$ cat config.mk
export PLATFORM = sky130hd
export DESIGN_NAME = rtcu_control
export DESIGN_NICKNAME = d
export VERILOG_FILES = /design/src/core/rtcu_control.v /design/src/core/rtcu_sync.v
export VERILOG_INCLUDE_DIRS = /design/src /design/src/core
export SDC_FILE = /design/constraint.sdc
export NUM_CORES = 1
export LEC_CHECK = 0
export BUFFER_PORTS_ARGS = -buffer_cell sky130_fd_sc_hd__buf_2
export CAP_MARGIN = 20
export CORE_MARGIN = 2
export CORE_UTILIZATION = 30
export DETAILED_ROUTE_END_ITERATION = 6
export PLACE_DENSITY_LB_ADDON = 0.3
export SLEW_MARGIN = 20
export SYNTH_ARGS = -nofsm -noshare
export SYNTH_HDL_FRONTEND = slang
export SYNTH_SLANG_ARGS = --single-unit
$ cat constraint.sdc
create_clock -name clk -period 6.1 [get_ports clk]
set_input_delay 0.61 -clock clk [delete_from_list [all_inputs] [get_ports clk]]
set_output_delay 0.61 -clock clk [all_outputs]
set_load 0.01 [all_outputs]
$ cat src/core/rtcu_defs.vh
// Constants for the RTC control and buffer-transfer block
`ifndef RTCU_DEFS_VH
`define RTCU_DEFS_VH
// Register addresses
`define RTCU_ADDR_PERMIT 8'h02
`define RTCU_ADDR_FORMAT 8'h03
`define RTCU_ADDR_XFER 8'h04
`define RTCU_ADDR_DONE 8'h05
// Reset values
`define RTCU_RST_PERMIT 8'h03
`define RTCU_RST_FORMAT 8'h00
`define RTCU_RST_XFER 8'h0a
// Bit positions
`define RTCU_BIT_NUMFMT 0
`define RTCU_BIT_HOURFMT 1
`define RTCU_BIT_WREQ 0
`define RTCU_BIT_FCOR 1
`define RTCU_BIT_FREEZE 2
`define RTCU_BIT_RSV3 3
`define RTCU_BIT_RREQ 4
`define RTCU_BIT_WDONE 0
`define RTCU_BIT_RDONE 1
// Transfer time in microseconds
`define RTCU_XFER_US 15000
`endif

$ cat src/core/rtcu_control.v
// RTC control registers, write/read buffer transfers and done flags
// Summary of operation
// - Permit and format writes land in buffers; transfers move them only on request.
// - Permit bit 0 gates writes to the number-format bit; resets to 1.
// - Permit bit 1 gates writes to the hour-format bit; resets to 1.
// - Format bit 0 picks binary (0) or BCD (1); resets to 0.
// - Format bit 1 picks 12-hour (0) or 24-hour (1) mode.
// - Writing 1 to transfer bit 0 starts buffer-to-counter copy, 15ms.
// - Device clears the write request once the copy is done.
// - Clear-on-read bit selects read clear or host write-0 clear of flags.
// - Freeze bit halts seconds and all higher counters.
// - Writing 1 to transfer bit 4 starts counter-to-buffer copy, 15ms.
// - Device clears the read request once the copy is done.
// - Done flags raise on copy completion; host waits for them.
`timescale 1ns/1ns
`include "rtcu_defs.vh"
module rtcu_control
#(
  parameter CLK_MHZ = 50,
  parameter XFER_CYCLES = `RTCU_XFER_US * CLK_MHZ
)
(
  // Clock and backup-supply undervoltage reset
  input wire clk,
  input wire reset,
  // Register port from the link decoder
  input wire regWrite,
  input wire regRead,
  input wire [7:0] regAddr,
  input wire [7:0] regWdata,
  output reg [7:0] regRdata,
  // RTC timebase from the crystal domain
  input wire rtcTick,
  // Counter-side control state
  output reg numberFormatBcd,
  output reg hourFormat24,
  output wire secondsFreeze,
  output reg loadCounters,
  output reg captureCounters,
  output reg writeDoneFlag,
  output reg readDoneFlag
);
  localparam ST_IDLE = 2'b00;
  localparam ST_WRITE = 2'b01;
  localparam ST_READ = 2'b10;
  // Reset words, sliced per field below
  localparam [7:0] PERMIT_RST = `RTCU_RST_PERMIT;
  localparam [7:0] FORMAT_RST = `RTCU_RST_FORMAT;
  localparam [7:0] XFER_RST = `RTCU_RST_XFER;
  // Last countdown value; the count spans XFER_CYCLES clocks
  localparam [31:0] XFER_LAST = XFER_CYCLES - 1;

  // Write buffers and the read-back copies
  reg [1:0] permitBuf;
  reg [1:0] formatBuf;
  reg [1:0] permitRead;
  reg [1:0] formatRead;
  reg [1:0] permitLive;
  reg flagsClearOnRead;
  reg freeze;
  reg writeTransferRequest;
  reg readRefreshRequest;
  reg [1:0] state;
  reg [31:0] waitCount;
  reg [1:0] next_state;
  reg [31:0] next_waitCount;
  reg [7:0] next_regRdata;
  reg next_flagsClearOnRead;
  reg next_freeze;
  reg next_writeTransferRequest;
  reg next_readRefreshRequest;
  reg next_writeDoneFlag;
  reg next_readDoneFlag;
  wire tickRise;
  wire xferWrite;
  wire xferDoneWrite;
  wire xferDoneRead;
  wire flagWrite;
  wire doneRead;

  // Timebase arrives from another clock, so synchronise before use
  rtcu_sync tickSync
  (
    .clk(clk),
    .reset(reset),
    .asyncIn(rtcTick),
    .syncOut(),
    .rise(tickRise)
  );

  assign xferWrite = regWrite && (regAddr == `RTCU_ADDR_XFER);
  assign flagWrite = regWrite && (regAddr == `RTCU_ADDR_DONE);
  assign doneRead = regRead && (regAddr == `RTCU_ADDR_DONE);
  assign xferDoneWrite = (state == ST_WRITE) && (waitCount == 32'h0);
  assign xferDoneRead = (state == ST_READ) && (waitCount == 32'h0);
  assign secondsFreeze = freeze;

  // Buffer writes; live copies move only on a write transfer
  always @(posedge clk)
  begin
    if (reset)
    begin
      permitBuf <= PERMIT_RST[1:0];
      formatBuf <= FORMAT_RST[1:0];
      permitLive <= PERMIT_RST[1:0];
      numberFormatBcd <= FORMAT_RST[`RTCU_BIT_NUMFMT];
      hourFormat24 <= FORMAT_RST[`RTCU_BIT_HOURFMT];
    end
    else
    begin
      if (regWrite && regAddr == `RTCU_ADDR_PERMIT)
        permitBuf <= regWdata[1:0];
      if (regWrite && regAddr == `RTCU_ADDR_FORMAT)
      begin
        // Blocked bits keep their old buffered value
        if (permitBuf[`RTCU_BIT_NUMFMT])
          formatBuf[`RTCU_BIT_NUMFMT] <= regWdata[`RTCU_BIT_NUMFMT];
        if (permitBuf[`RTCU_BIT_HOURFMT])
          formatBuf[`RTCU_BIT_HOURFMT] <= regWdata[`RTCU_BIT_HOURFMT];
      end
      if (xferDoneWrite)
      begin
        // No hour conversion; the format bit just changes
        permitLive <= permitBuf;
        numberFormatBcd <= formatBuf[`RTCU_BIT_NUMFMT];
        hourFormat24 <= formatBuf[`RTCU_BIT_HOURFMT];
      end
    end
  end

  // Read-back copies follow the live state only on refresh
  always @(posedge clk)
  begin
    if (reset)
    begin
      permitRead <= PERMIT_RST[1:0];
      formatRead <= FORMAT_RST[1:0];
    end
    else if (xferDoneRead)
    begin
      permitRead <= permitLive;
      formatRead <= {hourFormat24, numberFormatBcd};
    end
  end

  // Transfer control register: set by host, requests cleared by hardware
  always @*
  begin
    next_flagsClearOnRead = flagsClearOnRead;
    next_freeze = freeze;
    next_writeTransferRequest = writeTransferRequest;
    next_readRefreshRequest = readRefreshRequest;
    if (xferWrite)
    begin
      next_flagsClearOnRead = regWdata[`RTCU_BIT_FCOR];
      next_freeze = regWdata[`RTCU_BIT_FREEZE];
    end
    // A request raised at the completion edge survives for another pass
    if (xferWrite && regWdata[`RTCU_BIT_WREQ])
      next_writeTransferRequest = 1'b1;
    else if (xferDoneWrite)
      next_writeTransferRequest = 1'b0;
    // Writing 0 never cancels a pending request
    if (xferWrite && regWdata[`RTCU_BIT_RREQ])
      next_readRefreshRequest = 1'b1;
    else if (xferDoneRead)
      next_readRefreshRequest = 1'b0;
  end

  always @(posedge clk)
  begin
    if (reset)
    begin
      flagsClearOnRead <= XFER_RST[`RTCU_BIT_FCOR];
      freeze <= XFER_RST[`RTCU_BIT_FREEZE];
      writeTransferRequest <= XFER_RST[`RTCU_BIT_WREQ];
      readRefreshRequest <= XFER_RST[`RTCU_BIT_RREQ];
    end
    else
    begin
      flagsClearOnRead <= next_flagsClearOnRead;
      freeze <= next_freeze;
      writeTransferRequest <= next_writeTransferRequest;
      readRefreshRequest <= next_readRefreshRequest;
    end
  end

  // One transfer at a time; write request wins when both pend
  always @*
  begin
    next_state = state;
    next_waitCount = waitCount;
    case (state)
      ST_IDLE:
      begin
        next_waitCount = XFER_LAST;
        // Start aligned to a timebase edge, as the counters live there
        if (tickRise && writeTransferRequest)
          next_state = ST_WRITE;
        else if (tickRise && readRefreshRequest)
          next_state = ST_READ;
      end
      ST_WRITE, ST_READ:
      begin
        if (waitCount == 32'h0)
          next_state = ST_IDLE;
        else
          next_waitCount = waitCount - 32'h1;
      end
      default:
        next_state = ST_IDLE;
    endcase
  end

  // Load and capture pulses rise together with the done flags
  always @(posedge clk)
  begin
    if (reset)
    begin
      state <= ST_IDLE;
      waitCount <= 32'h0;
      loadCounters <= 1'b0;
      captureCounters <= 1'b0;
    end
    else
    begin
      loadCounters <= xferDoneWrite;
      captureCounters <= xferDoneRead;
      state <= next_state;
      waitCount <= next_waitCount;
    end
  end

  // Done flags; completion wins over any clear in the same cycle
  always @*
  begin
    next_writeDoneFlag = writeDoneFlag;
    next_readDoneFlag = readDoneFlag;
    if (xferDoneWrite)
      next_writeDoneFlag = 1'b1;
    else if (doneRead && flagsClearOnRead)
      next_writeDoneFlag = 1'b0;
    else if (flagWrite && !flagsClearOnRead && !regWdata[`RTCU_BIT_WDONE])
      next_writeDoneFlag = 1'b0;
    if (xferDoneRead)
      next_readDoneFlag = 1'b1;
    else if (doneRead && flagsClearOnRead)
      next_readDoneFlag = 1'b0;
    else if (flagWrite && !flagsClearOnRead && !regWdata[`RTCU_BIT_RDONE])
      next_readDoneFlag = 1'b0;
  end

  always @(posedge clk)
  begin
    if (reset)
    begin
      writeDoneFlag <= 1'b0;
      readDoneFlag <= 1'b0;
    end
    else
    begin
      writeDoneFlag <= next_writeDoneFlag;
      readDoneFlag <= next_readDoneFlag;
    end
  end

  // Read mux; reserved bits read as zero, except transfer bit 3, which reads its reset value of 1
  always @*
  begin
    next_regRdata = 8'h00;
    case (regAddr)
      `RTCU_ADDR_PERMIT:
        next_regRdata[1:0] = permitRead;
      `RTCU_ADDR_FORMAT:
        next_regRdata[1:0] = formatRead;
      `RTCU_ADDR_XFER:
      begin
        next_regRdata[`RTCU_BIT_WREQ] = writeTransferRequest;
        next_regRdata[`RTCU_BIT_FCOR] = flagsClearOnRead;
        next_regRdata[`RTCU_BIT_FREEZE] = freeze;
        // Reserved bit keeps its reset value on read
        next_regRdata[`RTCU_BIT_RSV3] = XFER_RST[`RTCU_BIT_RSV3];
        next_regRdata[`RTCU_BIT_RREQ] = readRefreshRequest;
      end
      `RTCU_ADDR_DONE:
      begin
        next_regRdata[`RTCU_BIT_WDONE] = writeDoneFlag;
        next_regRdata[`RTCU_BIT_RDONE] = readDoneFlag;
      end
      default:
        next_regRdata = 8'h00;
    endcase
  end

  // Registered read data, valid the cycle after regRead, held until the next read
  always @(posedge clk)
  begin
    if (reset)
      regRdata <= 8'h00;
    else if (regRead)
      regRdata <= next_regRdata;
  end
endmodule // rtcu_control

$ cat src/core/rtcu_sync.v
// Two-flop synchroniser with edge detect on the synchronised level
`timescale 1ns/1ns
module rtcu_sync
(
  // Clock and reset
  input wire clk,
  input wire reset,
  // Asynchronous level in, synchronised level and rising edge out
  input wire asyncIn,
  output reg syncOut,
  output wire rise
);
  reg stage1;
  reg prev;
  always @(posedge clk)
  begin
    if (reset)
    begin
      stage1 <= 1'b0;
      syncOut <= 1'b0;
      prev <= 1'b0;
    end
    else
    begin
      stage1 <= asyncIn;
      syncOut <= stage1;
      prev <= syncOut;
    end
  end
  assign rise = syncOut & ~prev;
endmodule // rtcu_sync

==> results.json <==
{
  "outcome": "finished clean",
  "worst_slew_pin_slew_ps": 750,
  "synth_edf_count": 0,
  "dr.pass1.iters": 4,
  "seq_area_um2": 1240,
  "post-cts-setup-buffers": 0,
  "pwr-share-seq_pct": 49.9,
  "dp.final_hpwl_mm": 5.29,
  "cts_buffers": 9,
  "hp-class": "reg2reg",
  "grt_overflow": 0,
  "drtIter0Drc": 170,
  "grt_setup_unrepaired": "no",
  "cts_root_buf": "clkbuf_8",
  "path_clk_slew_ps": 80,
  "dieArea_um2": 11400,
  "worstPathRequired_ps": 6400,
  "final_util_pct": 34.8,
  "routedWlPerCell_um": 14.7,
  "final.min_clock_period_ps": 2960,
  "slew_headroom_pct": 50.0,
  "avgSynthCellArea_um2": 8.70,
  "grt_start_max_net_pins": 58,
  "p_leak_nw": 1.34,
  "p_per_area_nw_per_um2": 234,
  "path_max_fanout": 22,
  "yosysTopAreaCell": "dfxtp_1",
  "intPower_uw": 620,
  "final_layout_size_suffix_gt1_share_pct": 17.0,
  "fin_crit_sh_pct": 48.6,
  "ys_ff_latch": 62,
  "clock_latency_ps": 370,
  "die_w_um": 107,
  "p_comb_share_pct": 4.9,
  "cp-end-kind": "flip-flop",
  "gp_congestion": 0.789,
  "setup_viol": 0,
  "ios": 36,
  "synth.top_cells.by_area": "dfxtp_1 (39%), mux2i_1 (5.4%), nor2_1 (5.1%)",
  "std_cell_rows": 37,
  "post-place-ws_ps": 3160,
  "num_vias": 2805,
  "io_buffers": 28,
  "dp_cells": 509,
  "antenna_cells": 0,
  "synthFlopType": "dfxtp_1",
  "maxCapViolCount": 0,
  "design.core.area_um2": 10300,
  "clock-sinks": 62,
  "clock_path_buffers": 2,
  "p_clk_share_pct": 45.3,
  "syn_inst": 363,
  "fin_area_um2": 3570,
  "synth_async_sr_flop_share_pct": 0,
  "cts.repair.resized": 0,
  "syn_to_final_growth_pct": 13.1,
  "cp.arrival_ps": 3260,
  "cts_tree": "built",
  "layout_setup_ws_ps": 3140,
  "fin_nets": 409,
  "finalSetupTns_ps": 0,
  "grt_pass1_wl_mm": 13.2,
  "yosys_warnings": 0,
  "fp.dieH_um": 107,
  "multi_input_area_um2": 1780,
  "drc": 0,
  "ant_nets": 0,
  "vias_per_cell": 5.34,
  "synth-seq-area-share_pct": 39.3,
  "timing.hold.ws_ps": 440,
  "fin_cells": 525,
  "fmax_mhz": 337,
  "start_util_pct": 30.7,
  "grt_pass1_vias": 2756,
  "htree_levels": 3,
  "power.total_uw": 836,
  "placed_cell_area_um2": 3370,
  "routed_wl_mm": 7.74,
  "criticalPathCategory": "reg2reg",
  "p_switching_uw": 216,
  "worst_setup_path_start_kind": "flip-flop",
  "antenna_found_initial": 0,
  "cts_hold_buf": 0,
  "switching_share_pct": 25.8,
  "drv_slew": 0,
  "grt.total_usage_pct": 14.6,
  "peakVddDrop_mv": 0.0860,
  "synth_area_um2": 3160,
  "synth.top_cell.area_share_pct": 39.3,
  "hold_viol": 0,
  "yosysUniqueCellTypes": 63,
  "clock_skew_ps": 8.07,
  "fillerInstances": 1107
}
state kept, by name, indices dropped and copies added, names as in the netlist, 2 cells and up:
| name | flops |
|---|---|
| permitRead | 2 |
| permitLive | 2 |
| formatRead | 2 |
| formatBuf | 2 |
| state | 2 |
| waitCount | 32 |
| regRdata | 5 |
| permitBuf | 2 |
layer usage:
layer | part of all wire (%) | wire length, um | track usage [%]
met5 | 0 | 0 | 0
met3 | 3.9 | 299 | 3.40
met1 | 48 | 3710 | 18.6
met2 | 46 | 3560 | 22.8
met4 | 2.3 | 177 | 8.16
layout by cell type (no fill, tap or decap), types with 5 or more instances in the layout:
cell type,count
dfxtp_1,62
nor2_1,43
buf_2,28
a21oi_1,23
nand2_1,20
mux2i_1,17
nor3_1,14
nand4_1,12
nand3_1,12
o21ai_0,10
or3_1,9
clkbuf_8,9
nor2b_1,8
inv_1,7
or2_2,7
a22oi_1,6
nand2b_1,5
or4_1,5
a31oi_1,5
a211oi_1,5
power groups by stage:
stage	Combinational, mW	Clock [mW]	Sequential, mW
detailed placement	0.0404	0	0.426
finish	0.0406	0.378	0.417
CTS	0.0405	0.387	0.417
global route	0.0459	0.406	0.418
floorplan	0.0310	0	0.424
global placement	0.0396	0	0.426
area by class of cell:
| type | count | area share [%] |
|---|---|---|
| timing repair buffer | 29 | 4.13 |
| multi-input combinational | 274 | 49.8 |
| inverter | 8 | 0.840 |
| clock buffer | 9 | 3.47 |
| tap | 136 | 4.76 |
| sequential | 62 | 34.7 |
| clock inverter | 7 | 2.31 |
final timing paths:
kind | startpoint | to | slack, ps | depth (start not counted)
hold / removal | tickSync.stage1$_SDFF_PP0_ | tickSync.syncOut$_SDFF_PP0_ | 440 | 1
setup / recovery | state[1]$_SDFFE_PP0P_ | waitCount[18]$_SDFFE_PP0P_ | 3140 | 6
setup reg to reg | state[1]$_SDFFE_PP0P_ | waitCount[18]$_SDFFE_PP0P_ | 3140 | 6
hold reg to reg | tickSync.stage1$_SDFF_PP0_ | tickSync.syncOut$_SDFF_PP0_ | 440 | 1
critical path, stage by stage (launching register included):
cell	delay, ps
dfxtp_1	360
inv_1	70
ha_1	760
clkinv_1	570
o41ai_4	800
o21ai_0	190
a21oi_1	140
kinds of logic after synthesis:
kind of cell	count (synthesis)	synth area share (%)
AO/OA/AOI/OAI	91	21.2
XOR/XNOR	1	0.277
adder cells (fa/ha/maj)	4	1.58
buffers and inverters	29	4.63
flip-flops	62	39.3
multiplexers	17	5.39
other	1	0.119
AND/OR/NAND/NOR	158	27.5
cell usage after synthesis, types with 3 or more instances:
| cell | count |
|---|---|
| a21oi_1 | 23 |
| dfxtp_1 | 62 |
| nor3b_1 | 3 |
| or2_2 | 7 |
| nor3_1 | 14 |
| o31ai_1 | 4 |
| nand4_1 | 12 |
| inv_1 | 7 |
| nor2b_1 | 8 |
| and3_1 | 4 |
| nand3_1 | 12 |
| o21ai_0 | 10 |
| ha_1 | 4 |
| o211ai_1 | 3 |
| mux2i_1 | 17 |
| nand2_1 | 20 |
| a22oi_1 | 6 |
| a311oi_1 | 4 |
| buf_2 | 3 |
| o21a_1 | 4 |
| nand2b_1 | 5 |
| clkbuf_1 | 10 |
| a211oi_1 | 5 |
| nor4_1 | 4 |
| a31oi_1 | 5 |
| a221oi_1 | 3 |
| nor2_1 | 43 |
| buf_4 | 5 |
| or3_1 | 9 |
| or4_1 | 5 |
Note: power is estimated with default switching activity, not from simulation.
